--- src/fcs_params.svh ---
// constants for the clock frequency change sequencer: offsets, fields, resets, timing
// assumes a single 20 MHz command clock; figures are plain defaults, software may retune
`ifndef FCS_PARAMS_SVH
`define FCS_PARAMS_SVH
`define FCS_CLK_PERIOD_NS 50
`define FCS_CYC(ns) (((ns) + `FCS_CLK_PERIOD_NS - 1) / `FCS_CLK_PERIOD_NS)
`define FCS_T_CKSRE_NS 10
`define FCS_T_CKSRX_NS 10
`define FCS_T_XP_NS 24
`define FCS_T_XS_NS 170
`define FCS_T_MRD_NCK 4
`define FCS_T_DLLK_NCK 512
// register byte offsets
`define FCS_OFF_CTRL 8'h00
`define FCS_OFF_STATUS 8'h04
`define FCS_OFF_CKSRE 8'h08
`define FCS_OFF_CKSRX 8'h0C
`define FCS_OFF_XP 8'h10
`define FCS_OFF_XS 8'h14
`define FCS_OFF_MRD 8'h18
`define FCS_OFF_DLLK 8'h1C
`define FCS_OFF_MR0 8'h20
`define FCS_OFF_MR1 8'h24
`define FCS_OFF_MR2 8'h28
// control fields
`define FCS_CTRL_START 0
`define FCS_CTRL_PD 1
`define FCS_CTRL_DLL_ON 2
`define FCS_CTRL_MR2 3
`define FCS_CTRL_ODT_IDLE 4
`define FCS_CTRL_SEL_LO 8
`define FCS_CTRL_SEL_HI 11
// mode register address bits, mrs spacing and axi response codes
`define FCS_MR1_DLL_OFF_BIT 0
`define FCS_MR0_DLL_RST_BIT 8
`define FCS_MRS_MIN_GAP 4
`define FCS_RESP_OKAY 2'b00
`define FCS_RESP_SLVERR 2'b10
`endif

--- src/fcs_pkg.sv ---
// types for the clock frequency change sequencer
// used by fcs_top, fcs_dram_model and the testbench; constants live in fcs_params.svh
package fcs_pkg;
  typedef enum logic [3:0] {
    S_IDLE, S_CKSRE, S_CHG, S_CKSRX, S_EXIT, S_MRS, S_GAP, S_DLLK
  } fcs_state_e;
  // dram command pins, active low
  typedef struct packed {
    logic cs_b;
    logic ras_b;
    logic cas_b;
    logic we_b;
  } fcs_cmd_s;
  // everything driven towards the dram
  typedef struct packed {
    logic cke;
    logic odt;
    fcs_cmd_s cmd;
    logic [2:0] ba;
    logic [14:0] addr;
  } fcs_pins_s;
endpackage : fcs_pkg

--- src/fcs_top.sv ---
// clock frequency change sequencer for a ddr3 device: axi4-lite slave plus pin sequencer
// assumes clk is the dram command clock and a clock generator answers freq_req/clk_stable
//
// The AXI4-Lite interface to the registers and the register addresses are this design's own decisions.
`timescale 1ns/1ps
`default_nettype none
`include "fcs_params.svh"
module fcs_top #(
  parameter int CW = 16
) (
  input wire logic clk,
  input wire logic rst_b,
  input wire logic [7:0] s_awaddr,
  input wire logic s_awvalid,
  output logic s_awready,
  input wire logic [31:0] s_wdata,
  input wire logic [3:0] s_wstrb,
  input wire logic s_wvalid,
  output logic s_wready,
  output logic [1:0] s_bresp,
  output logic s_bvalid,
  input wire logic s_bready,
  input wire logic [7:0] s_araddr,
  input wire logic s_arvalid,
  output logic s_arready,
  output logic [31:0] s_rdata,
  output logic [1:0] s_rresp,
  output logic s_rvalid,
  input wire logic s_rready,
  output fcs_pkg::fcs_pins_s dram,
  output logic freq_req,
  output logic [3:0] freq_sel,
  input wire logic clk_stable
);
  fcs_pkg::fcs_state_e state_r;
  fcs_pkg::fcs_pins_s pins_r;
  logic [CW-1:0] t_cksre_r, t_cksrx_r, t_xp_r, t_xs_r, t_mrd_r, t_dllk_r;
  logic [15:0] mr0_r, mr1_r, mr2_r;
  logic pd_mode_r, dll_on_r, mr2_upd_r, odt_idle_r, start_r, done_r, err_r;
  logic [3:0] sel_r;
  logic freq_req_r, chg_low_r;
  logic [1:0] mrs_idx_r;
  logic [CW-1:0] cnt_r, dllk_cnt_r;
  logic stab_m_r, stab_s_r;
  logic awready_r, wready_r, bvalid_r, arready_r, rvalid_r;
  logic [1:0] bresp_r, rresp_r;
  logic [31:0] rdata_r, rd_mux;
  logic [7:0] awaddr_r;
  logic [31:0] wdata_r;
  logic rd_hit, wr_fire, wr_hit;
  logic [CW-1:0] lim, mrd_eff;

  assign s_awready = awready_r;
  assign s_wready = wready_r;
  assign s_bvalid = bvalid_r;
  assign s_bresp = bresp_r;
  assign s_arready = arready_r;
  assign s_rvalid = rvalid_r;
  assign s_rdata = rdata_r;
  assign s_rresp = rresp_r;
  assign dram = pins_r;
  assign freq_req = freq_req_r;
  assign freq_sel = sel_r;

  // clock generator status is asynchronous: two flops before use
  always_ff @(posedge clk or negedge rst_b) begin
    if (!rst_b) begin
      stab_m_r <= 1'b0;
      stab_s_r <= 1'b0;
    end else begin
      stab_m_r <= clk_stable;
      stab_s_r <= stab_m_r;
    end
  end

  // write channel: address and data taken in either order, response after both
  assign wr_fire = !awready_r && !wready_r && !bvalid_r;
  always_ff @(posedge clk or negedge rst_b) begin
    if (!rst_b) begin
      awready_r <= 1'b1;
      wready_r <= 1'b1;
      bvalid_r <= 1'b0;
      bresp_r <= `FCS_RESP_OKAY;
      awaddr_r <= 8'h00;
      wdata_r <= 32'h0000_0000;
    end else begin
      if (s_awvalid && awready_r) begin
        awready_r <= 1'b0;
        awaddr_r <= s_awaddr;
      end
      if (s_wvalid && wready_r) begin
        wready_r <= 1'b0;
        wdata_r <= s_wdata;
      end
      if (wr_fire) begin
        bvalid_r <= 1'b1;
        bresp_r <= wr_hit ? `FCS_RESP_OKAY : `FCS_RESP_SLVERR;
      end
      if (bvalid_r && s_bready) begin
        bvalid_r <= 1'b0;
        awready_r <= 1'b1;
        wready_r <= 1'b1;
      end
    end
  end

  // write decode; status is read-only, byte strobes ignored (whole-word registers)
  assign wr_hit = (awaddr_r[1:0] == 2'b00) && (awaddr_r <= `FCS_OFF_MR2)
    && (awaddr_r != `FCS_OFF_STATUS);

  // software registers: timing waits are programmable cycle counts
  always_ff @(posedge clk or negedge rst_b) begin
    if (!rst_b) begin
      t_cksre_r <= CW'(`FCS_CYC(`FCS_T_CKSRE_NS));
      t_cksrx_r <= CW'(`FCS_CYC(`FCS_T_CKSRX_NS));
      t_xp_r <= CW'(`FCS_CYC(`FCS_T_XP_NS));
      t_xs_r <= CW'(`FCS_CYC(`FCS_T_XS_NS));
      t_mrd_r <= CW'(`FCS_T_MRD_NCK);
      t_dllk_r <= CW'(`FCS_T_DLLK_NCK);
      mr0_r <= 16'h0000;
      mr1_r <= 16'h0000;
      mr2_r <= 16'h0000;
      pd_mode_r <= 1'b0;
      dll_on_r <= 1'b0;
      mr2_upd_r <= 1'b0;
      odt_idle_r <= 1'b0;
      sel_r <= 4'h0;
      start_r <= 1'b0;
    end else begin
      start_r <= 1'b0;
      if (wr_fire && wr_hit) begin
        case (awaddr_r)
          `FCS_OFF_CTRL: begin
            if (state_r == fcs_pkg::S_IDLE) begin
              // settings frozen while a sequence runs
              pd_mode_r <= wdata_r[`FCS_CTRL_PD];
              dll_on_r <= wdata_r[`FCS_CTRL_DLL_ON];
              mr2_upd_r <= wdata_r[`FCS_CTRL_MR2];
              odt_idle_r <= wdata_r[`FCS_CTRL_ODT_IDLE];
              sel_r <= wdata_r[`FCS_CTRL_SEL_HI:`FCS_CTRL_SEL_LO];
            end
            start_r <= wdata_r[`FCS_CTRL_START];
          end
          `FCS_OFF_CKSRE: t_cksre_r <= wdata_r[CW-1:0];
          `FCS_OFF_CKSRX: t_cksrx_r <= wdata_r[CW-1:0];
          `FCS_OFF_XP: t_xp_r <= wdata_r[CW-1:0];
          `FCS_OFF_XS: t_xs_r <= wdata_r[CW-1:0];
          `FCS_OFF_MRD: t_mrd_r <= wdata_r[CW-1:0];
          `FCS_OFF_DLLK: t_dllk_r <= wdata_r[CW-1:0];
          `FCS_OFF_MR0: mr0_r <= wdata_r[15:0];
          `FCS_OFF_MR1: mr1_r <= wdata_r[15:0];
          `FCS_OFF_MR2: mr2_r <= wdata_r[15:0];
          default: start_r <= 1'b0;
        endcase
      end
    end
  end

  // read mux
  always_comb begin
    rd_mux = 32'h0000_0000;
    rd_hit = 1'b1;
    case (s_araddr)
      `FCS_OFF_CTRL: rd_mux = {20'h0_0000, sel_r, 3'b000, odt_idle_r, mr2_upd_r, dll_on_r,
        pd_mode_r, 1'b0};
      `FCS_OFF_STATUS: rd_mux = {20'h0_0000, 4'(state_r), 5'b0_0000, err_r, done_r,
        (state_r != fcs_pkg::S_IDLE)};
      `FCS_OFF_CKSRE: rd_mux = 32'(t_cksre_r);
      `FCS_OFF_CKSRX: rd_mux = 32'(t_cksrx_r);
      `FCS_OFF_XP: rd_mux = 32'(t_xp_r);
      `FCS_OFF_XS: rd_mux = 32'(t_xs_r);
      `FCS_OFF_MRD: rd_mux = 32'(t_mrd_r);
      `FCS_OFF_DLLK: rd_mux = 32'(t_dllk_r);
      `FCS_OFF_MR0: rd_mux = {16'h0000, mr0_r};
      `FCS_OFF_MR1: rd_mux = {16'h0000, mr1_r};
      `FCS_OFF_MR2: rd_mux = {16'h0000, mr2_r};
      default: rd_hit = 1'b0;
    endcase
  end

  // read channel: data registered on the same edge that takes the address
  always_ff @(posedge clk or negedge rst_b) begin
    if (!rst_b) begin
      arready_r <= 1'b1;
      rvalid_r <= 1'b0;
      rdata_r <= 32'h0000_0000;
      rresp_r <= `FCS_RESP_OKAY;
    end else if (s_arvalid && arready_r) begin
      arready_r <= 1'b0;
      rvalid_r <= 1'b1;
      rdata_r <= rd_mux;
      rresp_r <= rd_hit ? `FCS_RESP_OKAY : `FCS_RESP_SLVERR;
    end else if (rvalid_r && s_rready) begin
      rvalid_r <= 1'b0;
      arready_r <= 1'b1;
    end
  end

  // wait limit of the current state, zero treated as one cycle
  assign mrd_eff = (t_mrd_r < CW'(`FCS_MRS_MIN_GAP)) ? CW'(`FCS_MRS_MIN_GAP) : t_mrd_r;
  always_comb begin
    case (state_r)
      fcs_pkg::S_CKSRE: lim = t_cksre_r;
      fcs_pkg::S_CKSRX: lim = t_cksrx_r;
      fcs_pkg::S_EXIT: lim = pd_mode_r ? t_xp_r : t_xs_r;
      fcs_pkg::S_GAP: lim = mrd_eff - CW'(1);
      default: lim = CW'(1);
    endcase
    if (lim == CW'(0)) begin
      lim = CW'(1);
    end
  end

  // sequencer: enter low-power state, swap clock, exit, relock dll
  always_ff @(posedge clk or negedge rst_b) begin
    if (!rst_b) begin
      state_r <= fcs_pkg::S_IDLE;
      pins_r <= {1'b1, 1'b0, 4'b1111, 3'b000, 15'h0000};
      freq_req_r <= 1'b0;
      chg_low_r <= 1'b0;
      cnt_r <= CW'(0);
      mrs_idx_r <= 2'd0;
    end else begin
      cnt_r <= cnt_r + CW'(1);
      pins_r.cmd <= '{cs_b: 1'b0, ras_b: 1'b1, cas_b: 1'b1, we_b: 1'b1};
      case (state_r)
        fcs_pkg::S_IDLE: begin
          pins_r.odt <= odt_idle_r;
          if (start_r) begin
            cnt_r <= CW'(0);
            pins_r.cke <= 1'b0;
            pins_r.odt <= 1'b0;
            state_r <= fcs_pkg::S_CKSRE;
            if (!pd_mode_r) begin
              pins_r.cmd <= '{cs_b: 1'b0, ras_b: 1'b0, cas_b: 1'b0, we_b: 1'b1};
            end
          end
        end
        fcs_pkg::S_CKSRE: if (cnt_r >= lim - CW'(1)) begin
          freq_req_r <= 1'b1;
          state_r <= fcs_pkg::S_CHG;
        end
        fcs_pkg::S_CHG: if (stab_s_r && chg_low_r) begin
          freq_req_r <= 1'b0;
          chg_low_r <= 1'b0;
          cnt_r <= CW'(0);
          state_r <= fcs_pkg::S_CKSRX;
        end else if (!stab_s_r) begin
          chg_low_r <= 1'b1; // old-clock stable flag still sits in the synchroniser
        end
        fcs_pkg::S_CKSRX: begin
          if (!stab_s_r) begin
            cnt_r <= CW'(0); // a glitching clock restarts the stable count
          end else if (cnt_r >= lim - CW'(1)) begin
            pins_r.cke <= 1'b1;
            cnt_r <= CW'(0);
            state_r <= fcs_pkg::S_EXIT;
          end
        end
        fcs_pkg::S_EXIT: if (cnt_r >= lim - CW'(1)) begin
          mrs_idx_r <= dll_on_r ? 2'd1 : 2'd0;
          state_r <= fcs_pkg::S_MRS;
        end
        fcs_pkg::S_MRS: begin
          pins_r.cmd <= '{cs_b: 1'b0, ras_b: 1'b0, cas_b: 1'b0, we_b: 1'b0};
          cnt_r <= CW'(0);
          state_r <= fcs_pkg::S_GAP;
          case (mrs_idx_r)
            2'd1: begin
              pins_r.ba <= 3'd1;
              pins_r.addr <= mr1_r[14:0] & ~15'h0001;
            end
            2'd2: begin
              pins_r.ba <= 3'd2;
              pins_r.addr <= mr2_r[14:0];
            end
            default: begin
              pins_r.ba <= 3'd0;
              pins_r.addr <= mr0_r[14:0] | 15'h0100;
            end
          endcase
        end
        fcs_pkg::S_GAP: if (cnt_r >= lim - CW'(1)) begin
          cnt_r <= CW'(0);
          if (mrs_idx_r == 2'd1) begin
            mrs_idx_r <= 2'd0;
            state_r <= fcs_pkg::S_MRS;
          end else if (mrs_idx_r == 2'd0 && mr2_upd_r) begin
            mrs_idx_r <= 2'd2;
            state_r <= fcs_pkg::S_MRS;
          end else begin
            state_r <= fcs_pkg::S_DLLK;
          end
        end
        fcs_pkg::S_DLLK: if (dllk_cnt_r >= t_dllk_r) begin
          state_r <= fcs_pkg::S_IDLE;
        end
        default: state_r <= fcs_pkg::S_IDLE;
      endcase
    end
  end
  // dll lock timer runs from the reset mrs, overlapping later mrs gaps
  always_ff @(posedge clk or negedge rst_b) begin
    if (!rst_b) begin
      dllk_cnt_r <= CW'(0);
    end else if (state_r == fcs_pkg::S_MRS && mrs_idx_r == 2'd0) begin
      dllk_cnt_r <= CW'(1);
    end else if (dllk_cnt_r != '1) begin
      dllk_cnt_r <= dllk_cnt_r + CW'(1);
    end
  end
  // status flags: done set at the end, cleared by the next accepted start
  always_ff @(posedge clk or negedge rst_b) begin
    if (!rst_b) begin
      done_r <= 1'b0;
      err_r <= 1'b0;
    end else begin
      if (start_r && state_r == fcs_pkg::S_IDLE) begin
        done_r <= 1'b0;
        err_r <= 1'b0;
      end
      if (start_r && state_r != fcs_pkg::S_IDLE) begin
        err_r <= 1'b1;
      end
      if (state_r == fcs_pkg::S_DLLK && dllk_cnt_r >= t_dllk_r) begin
        done_r <= 1'b1;
      end
    end
  end
  // helper counters read only by the checks below
  logic [CW-1:0] cke_low_h, stab_h, exit_h;
  logic [7:0] mrs_gap_h;
  logic mrs_now;
  assign mrs_now = pins_r.cmd == 4'b0000;
  always_ff @(posedge clk or negedge rst_b) begin
    if (!rst_b) begin
      cke_low_h <= CW'(0);
      stab_h <= CW'(0);
      exit_h <= CW'(0);
      mrs_gap_h <= 8'hFF;
    end else begin
      cke_low_h <= pins_r.cke ? CW'(0) : cke_low_h + CW'(1);
      stab_h <= (state_r == fcs_pkg::S_CKSRX && stab_s_r) ? stab_h + CW'(1) : CW'(0);
      exit_h <= !pins_r.cke ? CW'(0) : (exit_h != '1) ? exit_h + CW'(1) : exit_h;
      mrs_gap_h <= mrs_now ? 8'd1 : (mrs_gap_h != 8'hFF) ? mrs_gap_h + 8'd1 : mrs_gap_h;
    end
  end
endmodule : fcs_top
`default_nettype wire

--- config.mk ---
export PLATFORM = sky130hd
export DESIGN_NAME = fcs_top
export DESIGN_NICKNAME = d
export VERILOG_FILES = /design/src/fcs_pkg.sv /design/src/fcs_top.sv
export VERILOG_INCLUDE_DIRS = /design/src
export SDC_FILE = /design/constraint.sdc
export NUM_CORES = 1
export LEC_CHECK = 0
export ABC_AREA = 1
export BUFFER_PORTS_ARGS = -buffer_cell sky130_fd_sc_hd__buf_2
export CAP_MARGIN = 20
export CORE_MARGIN = 5
export CORE_UTILIZATION = 39
export DETAILED_ROUTE_END_ITERATION = 10
export PLACE_DENSITY = 0.61
export SYNTH_ARGS = -nofsm -noshare
export SYNTH_HDL_FRONTEND = slang
export SYNTH_SLANG_ARGS = --single-unit
--- constraint.sdc ---
create_clock -name clk -period 11.9 [get_ports clk]
set_input_delay 1.785 -clock clk [delete_from_list [all_inputs] [get_ports clk]]
set_output_delay 1.785 -clock clk [all_outputs]
set_load 0.05 [all_outputs]
==> flow_metrics.env, run 1 <==
export IMPL_wl_met2_um=19070
export IMPL_core_area_um2=35220
export IMPL_grt_pass1_wl_um=67540
export IMPL_reg2reg_slack_ps=6160
export IMPL_die_y_um=198.2
export IMPL_hold_start="stab_m_r"
export IMPL_via_per_inst=5.382
export IMPL_top_layer="met4"
export IMPL_cap_violations=0
export IMPL_dp_hpwl_um=30820
export IMPL_rr_endpoint="cnt_r[8]"
export IMPL_max_stage_delay_ps=400
export IMPL_syn_inst=1718
export IMPL_synth_top_area_cell="dfrtp_1"
export IMPL_hold_violations=0
export IMPL_ys_seq_area_share_pct=48.13
export IMPL_nets=1892
export IMPL_holdPathEnd="stab_s_r"
export IMPL_yosysMostFrequentCell="nand2_1"
export IMPL_start_util_pct=39.21
export IMPL_cp_data_required_time_ps=12320
export IMPL_yosysWarnings=0
export IMPL_synthTopCellsByCount="nand2_1 (410), dfrtp_1 (252), o21ai_0 (220)"
export IMPL_ys_types=51
export IMPL_drc=0
export IMPL_cts_resized=0
export IMPL_h_tree_depth=1
export IMPL_synth_area_um2=13810
export IMPL_synth_top_area_share_pct=45.66
export IMPL_reg2reg_from="t_mrd_r[3]"
export IMPL_hold_path_depth=0
export IMPL_clockBufferDepth=3
export IMPL_ys_ff_latch=265
export IMPL_grt_overflow_total=0
export IMPL_clock_skew_ps=21.86
export IMPL_grt_pass1_vias=11940
export IMPL_wl_met1_um=18940
export IMPL_worstRegToRegCells=35
export IMPL_drt_pass1_iter_count=6
export IMPL_pin_count=130
export IMPL_maxSlewHeadroom_pct=29.06
export IMPL_wl_per_cell_um=18.91
export IMPL_gp_congestion=0.8772
export IMPL_period_share_pct=48.27
export IMPL_cellPowerDensity_nw_per_um2=211.7
export IMPL_setup_violations=0
export IMPL_cts_sinks=265
export IMPL_rows=69
export IMPL_antenna_found_initial=1
export IMPL_power_mw=3.329
export IMPL_power_leakage_nw=7.302
export IMPL_cts_hold_buffers=0
export IMPL_vias=12260
export IMPL_arrival_ps=6160
export IMPL_clock_latency_ps=570
export IMPL_drive_gt1_share_pct=11.12
export IMPL_worst_path_most_repeated_cell="nand2_1"
export IMPL_drv_slew=0
export IMPL_hp_class="reg2reg"
export IMPL_cp_slowest_cell="dfrtp_1"
export IMPL_cp_max_fo=16
export IMPL_cp_start_kind="register"
export IMPL_max_freq_mhz=174.1
export IMPL_setup_tns_ps=0
export IMPL_wl_met3_um=3552
export IMPL_portBuffers=90
export IMPL_initialDrtViolationCount=1351
export IMPL_post_cts_setup_buffer_count=0
export IMPL_critical_path_class="reg2reg"
export IMPL_area_delta_synth_final_pct=13.87
export IMPL_async_flop_share_pct=100.0
export IMPL_synth_area_top_cells="dfrtp_1 (46%), nand2_1 (11%), o21ai_0 (8.0%)"
export IMPL_die_width_um=198.2
export IMPL_cts_root_buffer="clkbuf_16"
export IMPL_synth_edf_count=0
export IMPL_status="finished, final reports clean"
export IMPL_clk_pin_slew_ps=60
export IMPL_synth_area_per_cell_um2=8.040
export IMPL_grt_max_degree=178
export IMPL_grt_setup_unrepaired="false"
export IMPL_largest_reg_flops=22
export IMPL_ant_nets=0
export IMPL_ir_drop_v=0.0001260
export IMPL_die_area_um2=39280
export IMPL_period_needed_ps=5744
export IMPL_grt_use_total_pct=21.68
export IMPL_ys_flop_type="dfrtp_1"
export IMPL_cts_buffers=30
export IMPL_cts_tree="done"
export IMPL_tightest_slew_ps=1062
export IMPL_end_kind="register"
export IMPL_routed_wl_um=43090
export IMPL_whs_ps=368.4
through the flow:
| step | area, um2 | util (%) | cells | setup WS (ps) |
|---|---|---|---|---|
| 2_1_floorplan | 13880 | - | 1737 | 7202 |
| 3_3_place_gp | 14590 | 41.43 | 2216 | 6248 |
| 3_5_place_dp | 14630 | 41.53 | 2218 | 6183 |
| 4_1_cts | 15660 | 44.44 | 2274 | 6149 |
| 5_1_grt | 15730 | 44.64 | 2277 | 5374 |
| 6_report | 15730 | 44.65 | 2278 | 6156 |
layout by cell type, fill, tap and decap left out, types with 8 or more instances in the layout:
| cell type | Yosys | routed |
|---|---|---|
| conb_1 | 1 | 20 |
| nand3_1 | 71 | 71 |
| inv_1 | 206 | 206 |
| nor3_1 | 25 | 25 |
| dfstp_2 | 13 | 13 |
| a31oi_1 | 8 | 8 |
| clkbuf_16 | 0 | 30 |
| o22a_1 | 11 | 11 |
| a21oi_1 | 69 | 69 |
| nor2_2 | 11 | 12 |
| nand4_1 | 19 | 19 |
| o21ai_0 | 220 | 220 |
| nor2_1 | 127 | 126 |
| buf_4 | 21 | 8 |
| xor2_1 | 13 | 13 |
| o22ai_1 | 44 | 44 |
| buf_2 | 6 | 89 |
| a221oi_1 | 32 | 32 |
| ha_1 | 40 | 40 |
| dfrtp_1 | 252 | 252 |
| nand2_1 | 410 | 410 |
critical path: cells and delay by family, from the launching register on:
kind / cells / cell delay, ps
compound gates: 2 / 410
xor+xnor: 1 / 160
fa+ha+maj: 3 / 680
buf+inv: 6 / 910
flops: 1 / 400
simple gates: 23 / 3030
cells by family after synthesis:
| group | share of synthesized area [%] |
|---|---|
| XOR/XNOR | 1.205 |
| AND/OR/NAND/NOR | 20.51 |
| flip-flops | 48.13 |
| other | 0.02715 |
| AO/OA/AOI/OAI | 17.41 |
| buffers and inverters | 8.769 |
| adder cells (fa/ha/maj) | 3.624 |
| multiplexers | 0.3261 |
layout make-up:
cell class | count | area (um2)
repair buffers | 103 | 638.1
clock inverters | 14 | 170.2
flip-flops and latches | 265 | 6648
inverters | 215 | 809.5
multi-input cells | 1177 | 6027
well taps | 461 | 576.8
clock buffers | 42 | 855.8
fillers | 3560 | 19500
diodes | 1 | 2.502
layer usage:
| layer | vias to the layer above | track usage [%] |
|---|---|---|
| li1 | 5847 | - |
| met1 | 5767 | 31.08 |
| met2 | 555 | 33.57 |
| met3 | 91 | 3.556 |
| met4 | 0 | 7.294 |
| met5 | - | 0 |
report_power, final:
group          internal, mW  total (mW)  switching (mW)
clock network         0.567       0.954           0.387
logic                 0.342        1.22           0.877
registers              1.05        1.16           0.108
how the worst max path moves through the flow:
stage | start | endpoint | slack [ps] | cells after the start
6_report | t_mrd_r[3] | cnt_r[8] | 6160 | 35
2_1_floorplan | t_mrd_r[6] | cnt_r[10] | 7200 | 37
5_1_grt | t_mrd_r[3] | cnt_r[8] | 5370 | 35
3_5_place_dp | t_mrd_r[3] | cnt_r[6] | 6180 | 35
4_1_cts | t_mrd_r[3] | cnt_r[8] | 6150 | 35
3_3_place_gp | t_mrd_r[8] | cnt_r[8] | 6250 | 35
Power figures use the tool's default switching activity.
==> run 2, diff against run 1 <==
- ABC_AREA: 1 -> 0
- clock period: 11.9 -> 5.5 ns (I/O delays scaled with it)
==> run 2 against run 1 <==
Via count decreased by 11%. First-iteration DRC count down 30%. Non-clock buffer count is 58 higher. Fmax increased by 11%. Critical endpoint is now state_r[0]. Largest cell class is now multi-input combinational cells. Largest power group is now registers.
==> flow_metrics.env, run 2 <==
export IMPL_status="finished, final reports clean"
export IMPL_hold_violations=0
export IMPL_synthTopCellsByCount="dfrtp_1 (252), mux2_2 (168), nand2_1 (104)"
export IMPL_start_util_pct=39.40
export IMPL_cp_data_required_time_ps=5950
export IMPL_nets=1506
export IMPL_end_kind="register"
export IMPL_drive_gt1_share_pct=30.47
export IMPL_setup_tns_ps=0
export IMPL_cts_hold_buffers=0
export IMPL_tightest_slew_ps=1051
export IMPL_vias=10930
export IMPL_grt_overflow_total=0
export IMPL_die_area_um2=39640
export IMPL_synth_edf_count=0
export IMPL_cp_start_kind="register"
export IMPL_clock_skew_ps=12.70
export IMPL_ys_ff_latch=265
export IMPL_initialDrtViolationCount=947
export IMPL_gp_congestion=0.9154
export IMPL_rows=69
export IMPL_drc=0
export IMPL_ys_types=74
export IMPL_drt_pass1_iter_count=6
export IMPL_ys_flop_type="dfrtp_1"
export IMPL_yosysWarnings=0
export IMPL_layout_common_cells="dfrtp_1 (252), mux2_2 (168), nand2_1 (103), buf_2 (89), o21ai_0 (75)"
export IMPL_cts_tree="done"
export IMPL_grt_pass1_vias=10930
export IMPL_antenna_found_initial=0
export IMPL_ir_drop_v=0.0002576
export IMPL_grt_use_total_pct=20.48
export IMPL_power_mw=7.058
export IMPL_synth_area_top_cells="dfrtp_1 (45%), mux2_2 (14%), ha_1 (3.6%)"
export IMPL_hp_class="in2async"
export IMPL_finalNonFillerCells=1893
export IMPL_h_tree_depth=1
export IMPL_period_needed_ps=5183
export IMPL_ant_nets=0
export IMPL_synth_top_area_cell="dfrtp_1"
export IMPL_routed_wl_um=41090
export IMPL_critical_path_class="reg2reg"
export IMPL_yosysMostFrequentCell="dfrtp_1"
export IMPL_clk_pin_slew_ps=60
export IMPL_fin_ws_ps=317.1
export IMPL_cp_max_fo=8
export IMPL_core_area_um2=35400
export IMPL_cellPowerDensity_nw_per_um2=433.0
export IMPL_cts_buffers=31
export IMPL_placed_cells=1832
export IMPL_via_per_inst=5.774
export IMPL_cts_sinks=265
export IMPL_pin_count=130
export IMPL_final_common_cell="dfrtp_1"
export IMPL_setup_violations=0
export IMPL_wl_per_cell_um=21.70
export IMPL_cap_violations=0
export IMPL_syn_inst=1290
export IMPL_period_share_pct=94.23
export IMPL_ys_seq_area_share_pct=47.66
export IMPL_dp_hpwl_um=29140
export IMPL_synth_area_um2=13950
export IMPL_pre_cts_ws_ps=-63.02
export IMPL_max_freq_mhz=192.9
export IMPL_grt_pass1_wl_um=64470
export IMPL_clock_latency_ps=570
export IMPL_grt_max_degree=125
export IMPL_synth_area_per_cell_um2=10.81
export IMPL_clockBufferDepth=3
export IMPL_die_width_um=199.1
export IMPL_portBuffers=90
export IMPL_drv_slew=0
export IMPL_synth_top_area_share_pct=45.21
export IMPL_grt_setup_unrepaired="false"
export IMPL_maxSlewHeadroom_pct=29.73
export IMPL_cts_root_buffer="clkbuf_16"
export IMPL_async_flop_share_pct=100.0
export IMPL_largest_reg_flops=22
export IMPL_die_y_um=199.1
export IMPL_area_delta_synth_final_pct=16.88
export IMPL_arrival_ps=5640
export IMPL_power_leakage_nw=7.630
-- run 2: worst paths after layout --
check | slack, ps | end | cells after the start | startpoint
max reg2reg | 320 | state_r[0] | 27 | t_mrd_r[13]
max in group asynchronous | 4100 | t_xp_r[0] | 2 | rst_b
min in group clk | 350 | stab_s_r | 0 | stab_m_r
max | 320 | state_r[0] | 27 | t_mrd_r[13]
min reg2reg | 350 | stab_s_r | 0 | stab_m_r
min | 270 | dllk_cnt_r[13] | 1 | rst_b
-- run 2: report_power, final --
part	internal [mW]	total, mW	switching, mW
clock network	1.23	2.09	0.854
logic	1.01	2.28	1.27
registers	2.24	2.69	0.453
-- run 2: layout make-up --
class                   instances  area (um2)
inverters                      32       120.1
clock inverters                18       187.7
clock buffers                  40       849.6
multi-input cells             915        6879
diodes                          1       2.502
fillers                      3313       19090
repair buffers                161        1039
flip-flops and latches        265        6648
well taps                     461       576.8
-- run 2: routing by layer --
layer  track usage, %  share of wire (%)  wire length, um  vias up
met5                0                  0                0        -
met2            32.77                 46            18910      393
met4            5.167                2.6             1084        0
met3            2.799                6.6             2710       70
li1                 -                  -                -     4972
met1            29.57                 45            18380     5495
-- run 2: per-stage QoR --
stage               util (%)  hold slack (ps)  area [um2]
finish                 46.06            267.7       16300
floorplan                  -            331.2       14050
CTS                    45.87            329.2       16240
global placement       42.92            335.7       15190
detailed placement     42.92            334.7       15190
global route           46.05            350.1       16300
-- run 2: worst max-delay path, stage by stage (launching register included) --
cell	delay, ps
dfrtp_1	390
nor4_2	280
buf_4	170
nand4_2	130
nand2_1	100
ha_2	170
buf_4	120
nor3b_2	160
buf_4	130
nand4_1	130
buf_4	180
a31oi_1	200
o41ai_2	130
nor2_1	180
nand2_1	90
o31a_1	330
ha_2	200
nand2_2	100
nor3_4	60
buf_4	130
xnor2_1	120
ha_1	220
a2111o_1	340
a31oi_1	140
o21ai_0	100
a21o_2	260
a221o_1	350
and3_1	160
-- run 2: logic make-up (layout without fill, tap and decap cells) --
family          Yosys count  after routing  share of synthesized area (%)
other cells               1             21                        0.02689
simple gates            331            331                          12.07
fa+ha+maj                40             40                          3.588
flops                   265            265                          47.66
xor+xnor                 36             36                          2.261
compound gates          289            289                          14.43
mux                     199            199                          15.79
buf+inv                 129            251                          4.172
-- run 2: what timing repair did --
action / in CTS / in global routing
gates cloned: 0 / 0
resized for setup: 1 / 9
pin swaps: 0 / 3
setup buffers: 0 / 1
setup endpoints to repair: 12 / 23
==> run 3, diff against run 2 <==
- RECOVER_POWER: unset -> 100
==> run 3 against run 2 <==
The flow now finishes with violations (capacitance limit, slew limit). Die area is the same. Clock power is essentially flat. Design area shrank 1.0%. First-iteration DRC count grew 3.6%. Critical path depth is the same. Hold slack gained 82 ps.
==> flow_metrics.env, run 3 (same netlist as run 2, synthesis figures left out) <==
export IMPL_grt_use_total_pct=20.48
export IMPL_diodes=0
export IMPL_drive_gt1_share_pct=25.58
export IMPL_cts_root_buffer="clkbuf_16"
export IMPL_cts_tree="done"
export IMPL_via_per_inst=5.790
export IMPL_tightest_slew_ps=2566
export IMPL_critical_path_class="reg2reg"
export IMPL_fin_ws_ps=317.7
export IMPL_largest_reg_flops=22
export IMPL_ir_drop_v=0.0002582
export IMPL_clockBufferDepth=3
export IMPL_regArea_um2=6648
export IMPL_hp_class="reg2reg"
export IMPL_cts_sinks=265
export IMPL_placed_cells=1832
export IMPL_die_width_um=199.1
export IMPL_finalNonFillerCells=1892
export IMPL_routed_wl_um=41080
export IMPL_multi_input_area_um2=6868
export IMPL_drv_slew=287
export IMPL_power_mw=7.017
export IMPL_clock_latency_ps=570
export IMPL_fill_cells=3357
export IMPL_cts_buffers=31
export IMPL_area_delta_synth_final_pct=15.72
export IMPL_max_freq_mhz=193.0
export IMPL_gp_congestion=0.9154
export IMPL_power_leakage_nw=7.363
export IMPL_maxSlewHeadroom_pct=-71.09
export IMPL_setup_tns_ps=0
export IMPL_cp_max_fo=8
export IMPL_initialDrtViolationCount=981
export IMPL_grt_setup_unrepaired="false"
export IMPL_period_needed_ps=5182
export IMPL_grt_overflow_total=0
export IMPL_final_common_cell="dfrtp_1"
export IMPL_cellPowerDensity_nw_per_um2=434.8
export IMPL_layout_common_cells="dfrtp_1 (252), mux2_2 (167), nand2_1 (103), o21ai_0 (75), nor2_1 (72)"
export IMPL_period_share_pct=94.22
export IMPL_grt_pass1_vias=10930
export IMPL_start_util_pct=39.40
export IMPL_h_tree_depth=1
export IMPL_drc=0
export IMPL_wl_per_cell_um=21.71
export IMPL_grt_max_degree=125
export IMPL_core_area_um2=35400
export IMPL_cap_violations=4
export IMPL_clock_skew_ps=12.55
export IMPL_grt_pass1_wl_um=64470
export IMPL_status="complete, but fails checks"
export IMPL_end_kind="register"
export IMPL_hold_violations=0
export IMPL_portBuffers=90
export IMPL_nets=1506
export IMPL_whs_ps=349.4
export IMPL_pre_cts_ws_ps=-63.02
export IMPL_die_y_um=199.1
export IMPL_rows=69
export IMPL_arrival_ps=5640
export IMPL_violations="capacitance limit, slew limit"
export IMPL_pin_count=130
export IMPL_antenna_found_initial=0
export IMPL_cp_start_kind="register"
export IMPL_ant_nets=0
export IMPL_drt_pass1_iter_count=6
export IMPL_vias=10960
export IMPL_clk_pin_slew_ps=60
export IMPL_dp_hpwl_um=29140
export IMPL_cp_data_required_time_ps=5950
export IMPL_setup_violations=0
export IMPL_die_area_um2=39640
export IMPL_cts_hold_buffers=0
-- run 3: final cells by class --
cell class	instances	area share [%]
flip-flops and latches	265	41.19
clock buffers	40	5.264
multi-input cells	915	42.55
repair buffers	161	5.512
well taps	461	3.574
clock inverters	18	1.163
inverters	32	0.7442
-- run 3: final timing paths --
path                              from        endpoint  slack (ps)  depth (start not counted)
setup / recovery           t_mrd_r[13]      state_r[0]         320                         27
hold / removal                stab_m_r        stab_s_r         350                          0
setup reg to reg           t_mrd_r[13]      state_r[0]         320                         27
hold reg to reg               stab_m_r        stab_s_r         350                          0
max in group asynchronous        rst_b        mr2_r[4]        1340                          2
min in group asynchronous        rst_b  dllk_cnt_r[13]        1020                          1
-- run 3: through the flow --
step | cell area [um2] | utilization [%]
floorplan | 14050 | -
global placement | 15190 | 42.92
detailed placement | 15190 | 42.92
CTS | 16240 | 45.87
global route | 16140 | 45.60
finish | 16140 | 45.60
-- run 3: where the power goes --
part           internal, mW  leakage (nW)  switching (mW)  total, mW
sequential             2.24          3.55           0.456       2.69
clock                  1.23         0.509           0.854       2.09
combinational         0.971          3.30            1.27       2.24
-- run 3: what timing repair did --
| item | 4_1_cts | 5_1_grt |
|---|---|---|
| setup endpoints to repair | 12 | 23 |
| buffers inserted | 0 | 1 |
| resized for setup | 1 | 9 |
| pin swaps | 0 | 3 |
-- run 3: per-layer routing --
metal	GRT usage [%]	share of wire, %
met5	0	0
met4	5.167	2.3
met3	2.799	6.1
met2	32.77	47
met1	29.57	45
-- run 3: worst max-delay path: stages, from the launching register on --
cell and delay, ps:
dfrtp_1 390, nor4_2 280, buf_4 170, nand4_2 130
nand2_1 100, ha_2 170, buf_4 120, nor3b_2 160
buf_4 130, nand4_1 120, clkbuf_4 180, a31oi_1 200
o41ai_2 140, nor2_1 180, nand2_1 90, o31a_1 330
ha_2 200, nand2_2 100, nor3_4 60, clkbuf_4 130
xnor2_1 130, ha_1 220, a2111o_1 340, a31oi_1 140
o21ai_0 100, a21o_2 260, a221o_1 350, and3_1 160
